--- config.mk ---
export PLATFORM = sky130hd
export DESIGN_NAME = power_good_watchdog_sync
export DESIGN_NICKNAME = d
export VERILOG_FILES = /design/src/hw/power_good_watchdog_sync.v
export VERILOG_INCLUDE_DIRS = /design/src /design/src/hw
export SDC_FILE = /design/constraint.sdc
export NUM_CORES = 1
export LEC_CHECK = 0
export ABC_CLOCK_PERIOD_IN_PS = 17800
export CAP_MARGIN = 20
export CORE_MARGIN = 4
export CORE_UTILIZATION = 30
export DETAILED_ROUTE_END_ITERATION = 6
export DONT_BUFFER_PORTS = 1
export GPL_ROUTABILITY_DRIVEN = 0
export GPL_TIMING_DRIVEN = 0
export PLACE_DENSITY_LB_ADDON = 0.25
export SLEW_MARGIN = 20
export SYNTH_ARGS = -nofsm -noshare
export SYNTH_HDL_FRONTEND = slang
export SYNTH_SLANG_ARGS = --single-unit
--- constraint.sdc ---
create_clock -name clk -period 17.8 [get_ports clk]
set_input_delay 2.67 -clock clk [delete_from_list [all_inputs] [get_ports clk]]
set_output_delay 2.67 -clock clk [all_outputs]
set_load 0.05 [all_outputs]
--- src/hw/pgwd_defs.vh ---
`ifndef PGWD_DEFS_VH
`define PGWD_DEFS_VH

// register command codes
`define OFS_PG_MAP 8'hD4
`define OFS_PG_DELAY 8'hE1
`define OFS_WD_FIRST 8'hE2
`define OFS_WD_REPEAT 8'hE3

// reset values
`define RST_PG_MAP 16'h0000
`define RST_PG_DELAY 16'hEB20
`define RST_WD_FIRST 16'h8000
`define RST_WD_REPEAT 16'h8000

// power_good_source_map fields
`define MAP_WDOG_BIT 8
`define MAP_CHAN_HI 3
`define MAP_CHAN_LO 0

// linear format fields
`define LIN_EXP_HI 15
`define LIN_EXP_LO 11
`define LIN_MANT_HI 10
`define LIN_MANT_LO 0

// timing: one tick is 10 us at every timer
`define CLK_PERIOD_NS 50
`define TICK_NS 10000
`define DEGLITCH_NS 20000
`define ABSENT_TICKS 2
// divider value that follows a fall seen through the two-flop synchroniser
`define SHARE_FALL_PHASE 16'h0004

// conversion of milliseconds into internal steps, and clamps
`define PG_STEPS_PER_MS 8'h05
`define PG_STEP_LIMIT 24'h00FFDC
`define PG_TICKS_PER_STEP 24'h000014
`define WDF_STEPS_PER_MS 8'h01
`define WDF_STEP_LIMIT 24'h00FDE8
`define WDF_TICKS_PER_STEP 24'h000064
`define WDR_STEPS_PER_MS 8'h64
`define WDR_STEP_LIMIT 24'h00FFDC

`endif

--- src/hw/power_good_watchdog_sync.v ---
`timescale 1ns/1ps
// Contract
// - wired shared clock, fastest wins, sync falling
// - hold shared clock low while input voltage low
// - held-low shared clock disables channels after deglitch
// - shared clock release starts a start sequence
// - map bit 8 ANDs watchdog status in
// - map bits 3..0 AND channel status in
// - reserved map bits read zero
// - assert power good after programmed delay
// - delay counts shared clock, else internal oscillator
// - delay clamped 13.1 s, 200 us steps
// - delay register reads back raw written value
// - off-uses-undervoltage set: fast undervoltage comparator
// - off-uses-undervoltage clear: slow power-good-off poll
// - nonzero repeat-interval write restarts watchdog
// - kick input rising edge restarts watchdog
// - expiry asserts alert, drops and reasserts power good
// - zero in either interval disables watchdog
// - both intervals reset to zero milliseconds
// - first interval after power good or enable
// - first interval clamped 65 s, 1 ms steps
// - repeat interval clamped 655 ms, 10 us
// - watchdog runs on internal clock only
`include "pgwd_defs.vh"

module power_good_watchdog_sync #(
  parameter integer TICK_CYC = `TICK_NS / `CLK_PERIOD_NS,
  parameter integer DEGLITCH_CYC = `DEGLITCH_NS / `CLK_PERIOD_NS
) (
  input wire clk,
  input wire reset_n,
  input wire reg_wr,
  input wire reg_rd,
  input wire [7:0] reg_addr,
  input wire [15:0] reg_wdata,
  output reg [15:0] reg_rdata,
  input wire vin_share_enable,
  input wire power_good_off_uses_undervoltage,
  input wire vin_insufficient,
  input wire [3:0] chan_power_good_on,
  input wire [3:0] chan_uv_fast_fault,
  input wire [3:0] chan_pg_off_polled,
  input wire watchdog_kick_input,
  input wire alert_clear,
  input wire share_clk_in,
  output reg share_clk_out,
  output reg share_clk_oe,
  output reg power_good,
  output reg alert_output_n,
  output reg channels_disable,
  output reg start_sequence
);

  // watchdog states
  localparam [1:0] WD_IDLE = 2'b00;
  localparam [1:0] WD_FIRST = 2'b01;
  localparam [1:0] WD_REPEAT = 2'b10;
  localparam [1:0] WD_EXPIRED = 2'b11;
  localparam integer TICK_LAST_I = TICK_CYC - 1;
  localparam integer DEGLITCH_LAST_I = DEGLITCH_CYC - 1;
  localparam integer HALF_TICK_I = TICK_CYC / 2;
  // counters are 16 bits wide, so the counts are cut to that on purpose
  localparam [15:0] TICK_LAST = TICK_LAST_I[15:0];
  localparam [15:0] DEGLITCH_LAST = DEGLITCH_LAST_I[15:0];
  localparam [15:0] HALF_TICK = HALF_TICK_I[15:0];

  // linear value to internal steps, rounded, clamped
  function [23:0] lin_steps;
    input [15:0] v;
    input [7:0] scale;
    input [23:0] lim;
    reg signed [4:0] e;
    reg [10:0] m;
    reg [47:0] p;
    reg [4:0] n;
    begin
      e = v[`LIN_EXP_HI:`LIN_EXP_LO];
      m = v[`LIN_MANT_HI:`LIN_MANT_LO];
      p = {37'h0, m} * {40'h0, scale};
      n = 5'h00;
      if (m[10]) begin // negative times read as zero
        p = 48'h0;
      end else if (!e[4]) begin
        p = p << e[3:0];
      end else begin
        n = -e;
        p = (p + ((48'h1 << n) >> 1)) >> n;
      end
      lin_steps = (p > {24'h0, lim}) ? lim : p[23:0];
    end
  endfunction

  // register storage; map keeps only implemented bits, the rest raw as written
  reg [4:0] map_q;
  reg [15:0] pg_delay_q;
  reg [15:0] wd_first_q;
  reg [15:0] wd_repeat_q;
  reg wd_write_kick_q; // nonzero write to repeat interval

  // register writes and readback
  always @(posedge clk or negedge reset_n) begin
    if (!reset_n) begin
      map_q <= 5'h00;
      pg_delay_q <= `RST_PG_DELAY;
      wd_first_q <= `RST_WD_FIRST;
      wd_repeat_q <= `RST_WD_REPEAT;
      wd_write_kick_q <= 1'b0;
      reg_rdata <= 16'h0000;
    end else begin
      wd_write_kick_q <= 1'b0;
      if (reg_wr) begin
        case (reg_addr)
          `OFS_PG_MAP: begin
            // only implemented bits stored
            map_q <= {reg_wdata[`MAP_WDOG_BIT], reg_wdata[`MAP_CHAN_HI:`MAP_CHAN_LO]};
          end
          `OFS_PG_DELAY: pg_delay_q <= reg_wdata;
          `OFS_WD_FIRST: wd_first_q <= reg_wdata;
          `OFS_WD_REPEAT: begin
            wd_repeat_q <= reg_wdata;
            wd_write_kick_q <= |reg_wdata;
          end
          default: ;
        endcase
      end
      if (reg_rd) begin
        case (reg_addr)
          `OFS_PG_MAP: reg_rdata <= {7'h00, map_q[4], 4'h0, map_q[3:0]};
          `OFS_PG_DELAY: reg_rdata <= pg_delay_q;
          `OFS_WD_FIRST: reg_rdata <= wd_first_q;
          `OFS_WD_REPEAT: reg_rdata <= wd_repeat_q;
          default: reg_rdata <= 16'h0000; // unknown codes read zero
        endcase
      end
    end
  end

  // decoded internal limits, all in 10 us ticks
  wire [23:0] pg_steps = lin_steps(pg_delay_q, `PG_STEPS_PER_MS, `PG_STEP_LIMIT);
  wire [47:0] pg_ticks_w = pg_steps * `PG_TICKS_PER_STEP;
  wire [23:0] pg_ticks = pg_ticks_w[23:0];
  wire [23:0] wdf_steps = lin_steps(wd_first_q, `WDF_STEPS_PER_MS, `WDF_STEP_LIMIT);
  wire [47:0] wdf_ticks_w = wdf_steps * `WDF_TICKS_PER_STEP;
  wire [23:0] wdf_ticks = wdf_ticks_w[23:0];
  wire [23:0] wdr_ticks = lin_steps(wd_repeat_q, `WDR_STEPS_PER_MS, `WDR_STEP_LIMIT);
  // a value rounding to zero also disables the timer
  wire wd_enabled = (wdf_ticks != 24'h0) && (wdr_ticks != 24'h0);

  // pin synchronisers; first stage feeds only the second
  reg [1:0] kick_sync_q;
  reg kick_prev_q;
  reg [1:0] share_sync_q;
  reg share_prev_q;
  always @(posedge clk or negedge reset_n) begin
    if (!reset_n) begin
      kick_sync_q <= 2'b00;
      kick_prev_q <= 1'b0;
      share_sync_q <= 2'b11; // pulled-up idle line
      share_prev_q <= 1'b1;
    end else begin
      kick_sync_q <= {kick_sync_q[0], watchdog_kick_input};
      kick_prev_q <= kick_sync_q[1];
      share_sync_q <= {share_sync_q[0], share_clk_in};
      share_prev_q <= share_sync_q[1];
    end
  end
  // synced line level and its edges
  wire share_line = share_sync_q[1];
  wire kick_rise = kick_sync_q[1] & ~kick_prev_q;
  wire share_fall = share_prev_q & ~share_line;
  wire share_rise = ~share_prev_q & share_line;

  // own shared-clock generator, restarted by any falling edge
  reg [15:0] div_q;
  reg [15:0] lowcnt_q;
  reg [1:0] absent_q; // periods since last seen falling edge
  reg held_q; // line stuck low past deglitch
  always @(posedge clk or negedge reset_n) begin
    if (!reset_n) begin
      div_q <= 16'h0000;
      share_clk_oe <= 1'b0;
      share_clk_out <= 1'b0;
      lowcnt_q <= 16'h0000;
      absent_q <= 2'b00;
      held_q <= 1'b0;
      channels_disable <= 1'b0;
      start_sequence <= 1'b0;
    end else begin
      // a faster peer pulls the line first, so we fall in behind it
      if (share_fall) begin
        // the fall is seen late; jump to its true phase so one period stays one tick
        div_q <= `SHARE_FALL_PHASE;
      end else if (div_q == TICK_LAST) begin
        div_q <= 16'h0000;
      end else begin
        div_q <= div_q + 16'h0001;
      end
      // open drain: drive low in first half or while input is low
      share_clk_oe <= (div_q < HALF_TICK) | (vin_share_enable & vin_insufficient);
      share_clk_out <= 1'b0;
      // presence watch: no edge for a while means the line is dead
      if (share_fall) begin
        absent_q <= 2'b00;
      end else if (div_q == TICK_LAST && absent_q != `ABSENT_TICKS) begin
        absent_q <= absent_q + 2'b01;
      end
      // held-low detection with deglitch
      if (share_line) begin
        lowcnt_q <= 16'h0000;
      end else if (lowcnt_q != DEGLITCH_LAST) begin
        lowcnt_q <= lowcnt_q + 16'h0001;
      end
      start_sequence <= 1'b0;
      if (!vin_share_enable) begin
        held_q <= 1'b0;
        channels_disable <= 1'b0;
      end else if (!share_line && lowcnt_q == DEGLITCH_LAST) begin
        held_q <= 1'b1;
        channels_disable <= 1'b1;
      end else if (held_q && share_rise) begin
        // last chip to see its input good releases the line last
        held_q <= 1'b0;
        channels_disable <= 1'b0;
        start_sequence <= 1'b1;
      end
    end
  end
  // present while falls keep arriving
  wire share_present = (absent_q != `ABSENT_TICKS);
  wire osc_wrap = (div_q == TICK_LAST);
  // share tick when clock present, own oscillator otherwise
  wire pg_tick = share_present ? share_fall : osc_wrap;

  // watchdog's private 10 us divider, never reset by the line
  reg [15:0] wd_div_q;
  always @(posedge clk or negedge reset_n) begin
    if (!reset_n) begin
      wd_div_q <= 16'h0000;
    end else if (wd_div_q == TICK_LAST) begin
      wd_div_q <= 16'h0000;
    end else begin
      wd_div_q <= wd_div_q + 16'h0001;
    end
  end
  // one strobe per tick for both watchdog intervals
  wire wd_tick = (wd_div_q == TICK_LAST);

  // per-channel good status, off source chosen by config
  reg [3:0] chan_good_q;
  genvar gi;
  generate
    for (gi = 0; gi < 4; gi = gi + 1) begin : g_chan
      always @(posedge clk or negedge reset_n) begin
        if (!reset_n) begin
          chan_good_q[gi] <= 1'b0;
        end else if (power_good_off_uses_undervoltage ? chan_uv_fast_fault[gi]
            : chan_pg_off_polled[gi]) begin
          chan_good_q[gi] <= 1'b0;
        end else if (chan_power_good_on[gi]) begin
          chan_good_q[gi] <= 1'b1;
        end
      end
    end
  endgenerate

  // watchdog timer
  reg [1:0] wd_state_q;
  reg [23:0] wd_cnt_q;
  // not-expired status, fed to power good
  wire wd_ok = (wd_state_q != WD_EXPIRED);
  wire wd_restart = kick_rise | wd_write_kick_q;
  // first period waits for power good only if watchdog is mapped in
  wire wd_arm = map_q[4] ? power_good : 1'b1;
  always @(posedge clk or negedge reset_n) begin
    if (!reset_n) begin
      wd_state_q <= WD_IDLE;
      wd_cnt_q <= 24'h000000;
    end else if (!wd_enabled) begin
      wd_state_q <= WD_IDLE;
      wd_cnt_q <= 24'h000000;
    end else begin
      case (wd_state_q)
        WD_IDLE: begin
          wd_cnt_q <= 24'h000000;
          if (wd_arm) begin
            wd_state_q <= WD_FIRST;
          end
        end
        WD_FIRST, WD_REPEAT: begin
          if (wd_restart) begin
            // a kick ends the first period too
            wd_state_q <= WD_REPEAT;
            wd_cnt_q <= 24'h000000;
          end else if (wd_tick) begin
            if (wd_cnt_q + 24'h000001 >= ((wd_state_q == WD_FIRST) ? wdf_ticks : wdr_ticks)) begin
              wd_state_q <= WD_EXPIRED;
            end
            wd_cnt_q <= wd_cnt_q + 24'h000001;
          end
        end
        WD_EXPIRED: begin
          // one cycle of not-ok drops power good, then rearm
          wd_state_q <= WD_IDLE;
          wd_cnt_q <= 24'h000000;
        end
        default: wd_state_q <= WD_IDLE;
      endcase
    end
  end

  // alert latch; expiry set wins over a clear in the same cycle
  always @(posedge clk or negedge reset_n) begin
    if (!reset_n) begin
      alert_output_n <= 1'b1;
    end else if (wd_state_q == WD_EXPIRED) begin
      alert_output_n <= 1'b0;
    end else if (alert_clear) begin
      alert_output_n <= 1'b1;
    end
  end

  // power good condition and assertion delay
  wire chans_ok = &(~map_q[3:0] | chan_good_q);
  wire wdog_ok = ~map_q[4] | wd_ok;
  wire pg_cond = chans_ok & wdog_ok;
  // assertion delay counter, in share or oscillator ticks
  reg [23:0] pg_cnt_q;
  always @(posedge clk or negedge reset_n) begin
    if (!reset_n) begin
      pg_cnt_q <= 24'h000000;
      power_good <= 1'b0;
    end else if (!pg_cond) begin
      // any loss drops the pin and restarts the wait
      pg_cnt_q <= 24'h000000;
      power_good <= 1'b0;
    end else if (pg_cnt_q >= pg_ticks) begin
      power_good <= 1'b1;
    end else if (pg_tick) begin
      pg_cnt_q <= pg_cnt_q + 24'h000001;
    end
  end

endmodule

==> summary.txt, run 1 <==
Logic synthesis
  – Share of async-settable or async-resettable flops after synthesis: 1.00
  – Ranking of synthesized cells by area: dfrtp_1, ha_1, nand2_1
  – Multiplexer share of the synthesized area: 0.0764
  – Synthesized-area fraction occupied by adder cells: 0.153
  – Sequential element share of the synthesized area: 0.189
  – Distinct cell type count after synthesis: 106
  – Synthesized area: 24500 sq um
  – Yosys warning total: 0
  – Post-synth top cells: nand2_1, ha_1, nor2_1
  – Complex-gate fraction of the synthesized area: 0.252
  – Mapped Cells: 3050
  – XOR/XNOR share of the synthesized area: 0.0675
  – Synth Area in Simple Gates: 0.209
  – Main combinational cell family by area after synthesis: compound AO/OA/AOI/OAI gates
  – FF+latch count, synth: 185
  – Synth Flop Type: dfrtp_1
  – Syn Area/Cell: 8.04 sq um
  – Dominant cell type by area after synthesis: dfrtp_1
  – Post-synth EDFFs: 0
  – Most common cell in the netlist: nand2_1
  – Area share of the largest cell type after synthesis: 0.176

GRT
  – Largest net degree at the start of global routing: 186
  – All-Layer GR Usage: 0.183
  – Total grt overflow: 0
  – Vias in the first global route: 22702
  – Initial antenna violation count: 0
  – First-pass GRT wire length: 128000 um

STA
  – Max Fclk: 0.0727 GHz
  – Final hold violation count: 0
  – Total negative setup slack: 0 ns
  – Slew headroom: 0.304
  – Slew @ Worst Pin: 1.02 ns
  – Setup repair after global routing missed its margin: no
  – Max-slew violations: 0
  – Tcrit/Tclk final: 0.773
  – Min cycle time layout: 13.76 ns
  – Clock Skew: 0.0155 ns
  – Final setup violation count: 0

Floorplan
  – Initial Util: 0.303
  – Num rows: 104
  – CORE AREA: 80800 sq um
  – I/O pin cnt: 68
  – DIE AREA: 86400 sq um
  – DIE WIDTH: 294 um
  – Die height: 294 um

Place
  – Placement Cell Area: 25900 sq um
  – Port Buf Inserts: 0
  – Post-DP HPWL: 62300 um

Worst setup path
  – Critical path type: reg2reg
  – CP Max Fanout: 12
  – Worst setup EP type: register
  – Crit path top cell by count: a21o_1
  – Worst path max stage delay: 0.80 ns
  – Worst EP arrival: 14.18 ns
  – Critical Path Slowest Stage Cell: a2111oi_0
  – CP Data Required Time: 18.22 ns
  – Nature of the critical path startpoint: register

Run status
  – Failing checks: DRC
  – Status: finished with violations

Clock tree
  – CTS tree: built
  – Setup Buffers After CTS: 0
  – Clk buf depth: 2
  – TritonCTS buffer count: 17
  – H-Tree Depth: 4
  – Post-CTS sizing: 0
  – Hold_buf cts: 0
  – CTS sink cnt: 185
  – Clock Latency Late Sink: 0.50 ns
  – Clk slew on worst S/H paths: 0.08 ns
  – CTS Root Cell: clkbuf_16

Pwr
  – Leakage: 11.8 nW
  – Peak VDD IR: 0.0000660 V
  – P per Cell Area: 63.0 nW/um^2

Route
  – # DRC: 34
  – DRT Pass-1 Iters: 7
  – Routed vias: 23497
  – Routed WL: 79900 um
  – Drt wl/cell: 19.2 um
  – Vias per cell: 5.65
  – Post-route ant nets: 0
  – Starting DRT DRC Count: 1915

Worst hold path
  – Worst Hold Class: reg2reg

Job
  – Max cap viols: 0

Finish
  – Layout cells sized above 1: 0.0758
  – Diodes inserted: 0
  – Syn-to-layout area delta: 8.18%
  – Finished Cell Area: 26500 sq um
  – Fin nets: 3415
## through the flow
step	setup slack [ns]	total power [mW]	hold WS, ns	std cells	utilization
5_1_grt	2.70	1.79	0.374	4159	0.328
6_report	4.04	1.67	0.355	4159	0.328
2_1_floorplan	6.76	1.05	0.331	3066	-
3_5_place_dp	4.25	1.26	0.340	4127	0.321
4_1_cts	4.15	1.68	0.359	4159	0.328
3_3_place_gp	3.63	1.26	0.345	4126	0.321
## flip-flops by register name, summed over array words and instances (netlist names), 4 cells and up
signal       count
reg_rdata       16
div_q           16
wd_first_q      16
pg_delay_q      16
wd_repeat_q     16
wd_div_q        16
chan_good_q      4
lowcnt_q        16
pg_cnt_q        24
wd_cnt_q        24
map_q            5
## cell usage in the layout, fill, tap and decap left out, drive strengths merged, types with 37 or more instances in the layout
cell type  count
a211oi        82
inv          173
xnor2         94
clkbuf       145
and3          61
nor2         244
o21ai        171
ha           256
a21o          59
nand2b        47
mux2          77
buf           39
a21oi        155
nor2b         37
dfrtp        172
xor2          94
nor3          76
nand3         86
mux2i         51
nand2        269
## cell type report
type,instances,area [sq um]
Buffer,166,681
Sequential cell,185,4650
Multi-Input combinational cell,2546,18600
Clock buffer,17,425
Clock inverter,15,178
Inverter,169,634
Timing Repair Buffer,1,7.51
Fill cell,8606,54300
Tap cell,1060,1330
## worst paths after layout
check | start | slack (ns) | end | cells past startpoint
setup / recovery | pg_delay_q[12]$_DFFE_PN0P_ | 4.04 | pg_cnt_q[22]$_DFFE_PN0P_ | 51
setup reg to reg | pg_delay_q[12]$_DFFE_PN0P_ | 4.04 | pg_cnt_q[22]$_DFFE_PN0P_ | 51
hold reg to reg | kick_sync_q[0]$_DFF_PN0_ | 0.35 | kick_sync_q[1]$_DFF_PN0_ | 0
max in group asynchronous | reset_n | 15.35 | wd_repeat_q[2]$_DFFE_PN0P_ | 0
min in group asynchronous | reset_n | 1.88 | wd_cnt_q[19]$_DFFE_PN0P_ | 0
hold / removal | kick_sync_q[0]$_DFF_PN0_ | 0.35 | kick_sync_q[1]$_DFF_PN0_ | 0
## worst max-delay path: cells and delay by family (launching register included)
family          cells  cell delay, ns
xor+xnor            2            0.41
flops               1            0.42
simple gates        7            1.24
fa+ha+maj           7            2.10
compound gates     28            7.34
buf+inv             7            2.16
## logic make-up (layout without fill, tap and decap cells)
| group | Yosys count | in the layout |
|---|---|---|
| AO/OA/AOI/OAI | 878 | 878 |
| XOR/XNOR | 188 | 188 |
| adder cells (fa/ha/maj) | 283 | 283 |
| buffers and inverters | 335 | 368 |
| flip-flops | 185 | 185 |
| multiplexers | 150 | 150 |
| other | 1 | 17 |
| AND/OR/NAND/NOR | 1030 | 1030 |
## routing by layer
metal / vias to the layer above / track usage / part of all wire
li1: 11394 / - / -
met1: 11268 / 0.247 / 0.46
met2: 708 / 0.303 / 0.46
met3: 127 / 0.0287 / 0.054
met4: 0 / 0.0518 / 0.025
met5: - / 0 / 0
## power breakdown
group / switching, mW / internal [mW] / total, mW
Sequential: 0.0336 / 0.443 / 0.477
Clock: 0.204 / 0.201 / 0.406
Combinational: 0.497 / 0.291 / 0.788
Total: 0.735 / 0.935 / 1.67
(Power assumes the default switching activity.)
==> run 2: changes to the inputs <==
--- a/config.mk
+++ b/config.mk
@@ -6,7 +6,8 @@
 export SDC_FILE = /design/constraint.sdc
 export NUM_CORES = 1
 export LEC_CHECK = 0
-export ABC_CLOCK_PERIOD_IN_PS = 17800
+export ABC_AREA = 1
+export ABC_CLOCK_PERIOD_IN_PS = 13200
 export CAP_MARGIN = 20
 export CORE_MARGIN = 4
 export CORE_UTILIZATION = 30
==> constraint.sdc (replaced) <==
create_clock -name clk -period 13.2 [get_ports clk]
set_input_delay 1.98 -clock clk [delete_from_list [all_inputs] [get_ports clk]]
set_output_delay 1.98 -clock clk [all_outputs]
set_load 0.05 [all_outputs]
==> run 2 against run 1 <==
The flow now finishes without violations. Clock-buffer cell count stayed put. Clock skew is 0.015 ns higher. Worst hold slack worse by 0.0049 ns. Clock power is 32% higher. Sequential share of layout area is 0.43 points higher. Sequential power is 30% higher. Maximum frequency is 18% higher. Critical path depth is 13 higher.
==> summary.txt, run 2 <==
GRT
  – Vias in the first global route: 22899 (+0.87%)
  – Top Usage Layer GRT: met1
  – Initial antenna violation count: 1 (+1)
  – M2 GR Usage: 0.268 (-0.0349)
  – First-pass GRT wire length: 125000 um (-2.4%)
  – All-Layer GR Usage: 0.182 (-0.00123)
  – Total grt overflow: 0 (unchanged)
  – Largest net degree at the start of global routing: 186 (unchanged)
  – M1 GR Usage: 0.270 (+0.0233)
  – GR Util met3: 0.0388 (+0.0101)

Job
  – Max cap viols: 0 (unchanged)

Clock tree
  – CTS sink cnt: 185 (unchanged)
  – TritonCTS buffer count: 17 (unchanged)
  – Clk buf depth: 2 (unchanged)
  – CTS Root Cell: clkbuf_16
  – Setup Buffers After CTS: 0 (unchanged)
  – H-Tree Depth: 4 (unchanged)
  – Clock Latency Late Sink: 0.50 ns (about the same)
  – Clk slew on worst S/H paths: 0.08 ns (about the same)
  – CTS tree: built
  – Post-CTS sizing: 0 (unchanged)
  – Hold_buf cts: 0 (unchanged)

STA
  – Setup repair after global routing missed its margin: no
  – Min cycle time layout: 11.66 ns (-2.10 ns)
  – WHS: 0.350 ns (-0.00488 ns)
  – Max-slew violations: 0 (unchanged)
  – Final setup violation count: 0 (unchanged)
  – Tcrit/Tclk final: 0.884 (+0.111)
  – Slew @ Worst Pin: 0.967 ns (-0.0505 ns)
  – Slew headroom: 0.349 (+0.0453)
  – Total negative setup slack: 0 ns (unchanged)
  – Max Fclk: 0.0857 GHz (+18%)
  – Clock Skew: 0.0304 ns (+0.0150 ns)
  – Final hold violation count: 0 (unchanged)

Logic synthesis
  – Sequential element share of the synthesized area: 0.194 (+0.00478)
  – Synthesized area: 23900 sq um (-2.5%)
  – Distinct cell type count after synthesis: 69 (-35%)
  – FF+latch count, synth: 185 (unchanged)
  – Post-synth top cells: nand2_1, inv_1, nand3_1
  – Dominant cell type by area after synthesis: dfrtp_1
  – Yosys warning total: 0 (unchanged)
  – Post-synth EDFFs: 0 (unchanged)
  – Ranking of synthesized cells by area: dfrtp_1, nand2_1, ha_1
  – Synth Flop Type: dfrtp_1
  – Syn Area/Cell: 6.40 sq um (-20%)
  – Mapped Cells: 3737 (+23%)
  – Share of async-settable or async-resettable flops after synthesis: 1.00 (unchanged)
  – Area share of the largest cell type after synthesis: 0.180 (+0.00443)
  – Most common cell in the netlist: nand2_1

Worst hold path
  – Worst Hold Class: reg2reg

Worst setup path
  – CP Data Required Time: 13.57 ns (-4.65 ns)
  – Crit path top cell by count: nand2_1
  – Critical Path Slowest Stage Cell: clkbuf_1
  – Critical path type: reg2reg
  – CP Max Fanout: 12 (unchanged)
  – Worst path max stage delay: 0.65 ns (-0.15 ns)
  – Worst setup EP type: register
  – Nature of the critical path startpoint: register
  – Worst EP arrival: 12.03 ns (-2.15 ns)

Finish
  – Syn-to-layout area delta: 8.24% (about the same)
  – Layout cells sized above 1: 0.0489 (-0.0270)
  – FILL cells: 8807 (+2.3%)
  – Most common cell after layout, fill and taps aside: nand2_1
  – Most frequent cells in the layout: nand2_1, inv_1, nand3_1
  – Diodes inserted: 0 (unchanged)
  – Fin nets: 4101 (+20%)
  – Regs by FF count: pg_cnt_q: 24 flops, wd_cnt_q: 24 flops

Route
  – Vias per cell: 5.11 (-9.6%)
  – Drt wl/cell: 16.2 um (-16%)
  – # DRC: 0 (-100%)
  – DRT Pass-1 Iters: 5 (-2)
  – Post-route ant nets: 0 (unchanged)
  – Routed WL: 78200 um (-2.1%)
  – Routed vias: 24703 (+5.1%)
  – Starting DRT DRC Count: 2165 (+13%)

Floorplan
  – Die height: 290 um (-1.2%)
  – Initial Util: 0.303 (-0.000689)
  – Num rows: 103 (-0.96%)
  – CORE AREA: 79000 sq um (-2.2%)
  – I/O pin cnt: 68 (unchanged)
  – DIE WIDTH: 290 um (-1.2%)
  – DIE AREA: 84300 sq um (-2.4%)

Pwr
  – Leakage: 12.8 nW (+8.4%)
  – Peak VDD IR: 0.0000769 V (+16%)
  – P per Cell Area: 91.0 nW/um^2 (+44%)

Place
  – Post-DP HPWL: 63900 um (+2.5%)
  – Port Buf Inserts: 0 (unchanged)

Run status
  – Status: finished clean
## run 2: cell count changes after synthesis, moves of 53 or more
cell      delta
nor2_1      +60
o21ai_0    +130
nand3_1    +280
a211oi_1    -64
and3_1      -59
xnor2_1     -73
mux2_2      -77
clkbuf_1    -53
nand2_1    +625
inv_1      +342
## run 2: critical path: cells and delay by family, from the launching register on
family,cells,cell delay [ns]
flip-flops,1,0.47
adder cells (fa/ha/maj),7,2.56
AO/OA/AOI/OAI,12,2.32
multiplexers,1,0.30
buffers and inverters,13,2.28
XOR/XNOR,1,0.21
AND/OR/NAND/NOR,30,3.38
## run 2: cell families after synthesis
family | after synthesis | share of synthesized area
flip-flops | 185 | 0.194
adder cells (fa/ha/maj) | 283 | 0.157
XOR/XNOR | 90 | 0.0336
buffers and inverters | 659 | 0.109
AND/OR/NAND/NOR | 1821 | 0.338
multiplexers | 19 | 0.00795
AO/OA/AOI/OAI | 679 | 0.161
other | 1 | 0.000157
## run 2: area by class of cell
type	instances	area, sq um	area share
multi-input combinational	2909	16700	0.646
clock buffer	17	425	0.0164
buffer	125	586	0.0226
inverter	534	2020	0.0780
sequential	185	4650	0.179
tap	1050	1310	0.0507
clock inverter	15	171	0.00662
## run 2: final timing paths
| path | from | endpoint | slack [ns] | cells after the start |
|---|---|---|---|---|
| worst max-delay path | wd_first_q[11]$_DFFE_PN0P_ | wd_state_q[0]$_DFFE_PN0P_ | 1.54 | 64 |
| worst min-delay path | kick_sync_q[0]$_DFF_PN0_ | kick_sync_q[1]$_DFF_PN0_ | 0.35 | 0 |
| worst max register to register | wd_first_q[11]$_DFFE_PN0P_ | wd_state_q[0]$_DFFE_PN0P_ | 1.54 | 64 |
| worst min register to register | kick_sync_q[0]$_DFF_PN0_ | kick_sync_q[1]$_DFF_PN0_ | 0.35 | 0 |
| max in group asynchronous | reset_n | pg_delay_q[5]$_DFFE_PN1P_ | 11.66 | 0 |
| min in group asynchronous | reset_n | lowcnt_q[0]$_DFFE_PN0N_ | 1.19 | 0 |
## run 2: per-layer routing
metal,up-vias,share of wire,wire [um]
li1,12468,-,-
met1,11364,0.49,38700
met2,792,0.41,32300
met3,77,0.076,5910
met4,2,0.016,1270
met5,-,0.00017,13
## run 2: power by group
part	total [mW]	switching [mW]	internal (mW)
registers	0.621	0.0299	0.591
clock network	0.535	0.279	0.256
logic	1.20	0.802	0.397
## run 2: stage by stage
stage               utilization  instance area, sq um  setup WS, ns  std cells  total power [mW]
floorplan                     -                 24000          3.88       3753              1.51
finish                    0.328                 25900          1.54       4835              2.36
detailed placement        0.320                 25300          1.81       4803              1.81
global placement          0.320                 25300          1.88       4803              1.81
CTS                       0.328                 25900          1.69       4835              2.37
global route              0.328                 25900         0.489       4835              2.57
==> run 3: changes to the inputs <==
--- a/config.mk
+++ b/config.mk
@@ -7,7 +7,6 @@
 export NUM_CORES = 1
 export LEC_CHECK = 0
 export ABC_AREA = 1
-export ABC_CLOCK_PERIOD_IN_PS = 13200
 export CAP_MARGIN = 20
 export CORE_MARGIN = 4
 export CORE_UTILIZATION = 30
@@ -15,7 +14,7 @@
 export DONT_BUFFER_PORTS = 1
 export GPL_ROUTABILITY_DRIVEN = 0
 export GPL_TIMING_DRIVEN = 0
-export PLACE_DENSITY_LB_ADDON = 0.25
+export PLACE_DENSITY = 0.52
 export SLEW_MARGIN = 20
 export SYNTH_ARGS = -nofsm -noshare
 export SYNTH_HDL_FRONTEND = slang
==> run 3 against run 2 <==
Clock skew fell by 0.0045 ns. Clock power about the same. Utilization is essentially flat. The flow now finishes with violations (DRC). Critical path type unchanged. Setup slack improved by 0.048 ns. Non-clock buffer count grew 1. Combinational power barely moved. Critical endpoint unchanged. Worst hold slack improved by 0.0038 ns. Sequential share of layout area about the same.
==> summary.txt, run 3 (same netlist as run 2, synthesis figures left out) <==
Run status
  – Status: finished with violations
  – Failing checks: DRC

Floorplan
  – Die height: 290 um (unchanged)
  – CORE AREA: 79000 sq um (unchanged)
  – Num rows: 103 (unchanged)
  – Initial Util: 0.303 (unchanged)
  – DIE AREA: 84300 sq um (unchanged)
  – I/O pin cnt: 68 (unchanged)
  – DIE WIDTH: 290 um (unchanged)

Finish
  – Fin nets: 4102 (+0.024%)
  – Register area: 4650 sq um (unchanged)
  – Most common cell after layout, fill and taps aside: nand2_1
  – Area of the multi-input gates: 16700 sq um (unchanged)
  – Regs by FF count: pg_cnt_q: 24 flops, wd_cnt_q: 24 flops
  – Finished Cell Area: 25900 sq um (about the same)
  – Syn-to-layout area delta: 8.21% (about the same)
  – FILL cells: 8774 (-0.37%)
  – Diodes inserted: 0 (unchanged)
  – Layout cells sized above 1: 0.0489 (about the same)
  – Most frequent cells in the layout: nand2_1, inv_1, nand3_1

Worst setup path
  – R2R Setup Slk: 1.58 ns (+0.05 ns)
  – Worst Reg-to-Reg Cells: 61 (-4.7%)
  – Critical path type: reg2reg
  – R2r endpoint: wd_state_q[0]$_DFFE_PN0P_
  – Critical Path Slowest Stage Cell: clkbuf_1
  – CP Data Required Time: 13.57 ns (about the same)
  – CP Max Fanout: 12 (unchanged)
  – Top Family by Delay on Critical Path: simple AND/OR/NAND/NOR gates
  – Worst path max stage delay: 0.69 ns (+0.04 ns)
  – Crit path top cell by count: nand2_1
  – Nature of the critical path startpoint: register
  – FF-to-FF Start: wd_first_q[11]$_DFFE_PN0P_
  – Crit path from: wd_first_q[11]$_DFFE_PN0P_
  – Buf/Inv on CP: 11 (-2)
  – Worst setup EP type: register
  – Worst EP arrival: 11.98 ns (-0.05 ns)

Worst hold path
  – Hold depth: 0 (unchanged)
  – WHS Endpoint: kick_sync_q[1]$_DFF_PN0_
  – Worst Hold Class: reg2reg
  – Hold Crit Start: kick_sync_q[0]$_DFF_PN0_

Place
  – Placement Cell Area: 25300 sq um (unchanged)
  – Post-DP HPWL: 64100 um (+0.35%)
  – Port Buf Inserts: 0 (unchanged)

Pwr
  – Leakage: 12.8 nW (about the same)
  – Peak VDD IR: 0.0000910 V (+18%)
  – P per Cell Area: 90.9 nW/um^2 (about the same)
  – Final Power: 2.35 mW (about the same)

GRT
  – Largest net degree at the start of global routing: 186 (unchanged)
  – All-Layer GR Usage: 0.182 (about the same)
  – Total grt overflow: 0 (unchanged)
  – First-pass GRT wire length: 125000 um (+0.22%)
  – Initial antenna violation count: 1 (unchanged)
  – Vias in the first global route: 22744 (-0.68%)

Clock tree
  – TritonCTS buffer count: 17 (unchanged)
  – Clk slew on worst S/H paths: 0.08 ns (about the same)
  – Clock Latency Late Sink: 0.49 ns (about the same)
  – Clk buf depth: 2 (unchanged)
  – Post-CTS sizing: 0 (unchanged)
  – Hold_buf cts: 0 (unchanged)
  – CTS tree: built
  – Setup Buffers After CTS: 0 (unchanged)
  – CTS sink cnt: 185 (unchanged)
  – CTS Root Cell: clkbuf_16
  – H-Tree Depth: 4 (unchanged)

Route
  – DRT Pass-1 Iters: 7 (+2)
  – Routed WL: 78300 um (about the same)
  – Routed vias: 24552 (-0.61%)
  – Drt wl/cell: 16.2 um (about the same)
  – Vias per cell: 5.08 (-0.63%)
  – # DRC: 3 (+3)
  – Post-route ant nets: 0 (unchanged)
  – Starting DRT DRC Count: 2170 (+0.23%)

Job
  – Max cap viols: 0 (unchanged)

STA
  – Min cycle time layout: 11.62 ns (-0.0476 ns)
  – Final setup violation count: 0 (unchanged)
  – Total negative setup slack: 0 ns (unchanged)
  – Tcrit/Tclk final: 0.880 (-0.00361)
  – Clock Skew: 0.0259 ns (-0.00452 ns)
  – Max Fclk: 0.0861 GHz (+0.41%)
  – Max-slew violations: 0 (unchanged)
  – Final hold violation count: 0 (unchanged)
  – Slew headroom: 0.370 (+0.0211)
  – Setup repair after global routing missed its margin: no
  – Slew @ Worst Pin: 0.932 ns (-0.0350 ns)
-- run 3: changes by cell type in the layout (fill, tap and decap cells not counted) --
| cell | previous run | this run |
|---|---|---|
| clkinv_2 | 1 | 0 |
| clkbuf_1 | 75 | 76 |
| clkinvlp_4 | 1 | 2 |
| clkbuf_2 | 0 | 1 |
| clkinv_8 | 4 | 2 |
| inv_8 | 6 | 4 |
| clkbuf_8 | 0 | 2 |
| clkinv_4 | 0 | 1 |
-- run 3: report_power, final --
group,switching (mW),leakage (nW),internal [mW]
Clock,0.273,0.281,0.262
Sequential,0.0293,2.46,0.591
Combinational,0.803,10.1,0.395
-- run 3: how the worst max path moves through the flow --
stage	endpoint	slack, ns	depth (start not counted)
2_1_floorplan	wd_state_q[0]$_DFFE_PN0P_	3.88	61
3_3_place_gp	wd_state_q[0]$_DFFE_PN0P_	1.70	61
3_5_place_dp	wd_state_q[0]$_DFFE_PN0P_	1.73	61
4_1_cts	wd_state_q[0]$_DFFE_PN0P_	1.66	61
5_1_grt	wd_state_q[0]$_DFFE_PN0P_	0.53	64
6_report	wd_state_q[0]$_DFFE_PN0P_	1.58	61
-- run 3: layer usage --
metal / wire length, um / global-route usage
met1: 39900 / 0.276
met2: 32200 / 0.268
met3: 5100 / 0.0326
met4: 1030 / 0.0347
met5: 0 / 0
-- run 3: area by class of cell --
cell class | instances | share of cell area
inverters | 534 | 0.0780
repair buffers | 1 | 0.000193
clock inverters | 12 | 0.00493
plain buffers | 125 | 0.0226
clock buffers | 20 | 0.0176
well taps | 1050 | 0.0508
multi-input cells | 2909 | 0.646
flip-flops and latches | 185 | 0.180
-- run 3: metrics by stage --
step           setup WS [ns]  instances   util  hold slack [ns]
2_1_floorplan           3.88       3753      -            0.331
3_3_place_gp            1.70       4803  0.320            0.336
3_5_place_dp            1.73       4803  0.320            0.337
4_1_cts                 1.66       4835  0.328            0.354
5_1_grt                0.531       4836  0.328            0.356
6_report                1.58       4836  0.328            0.353
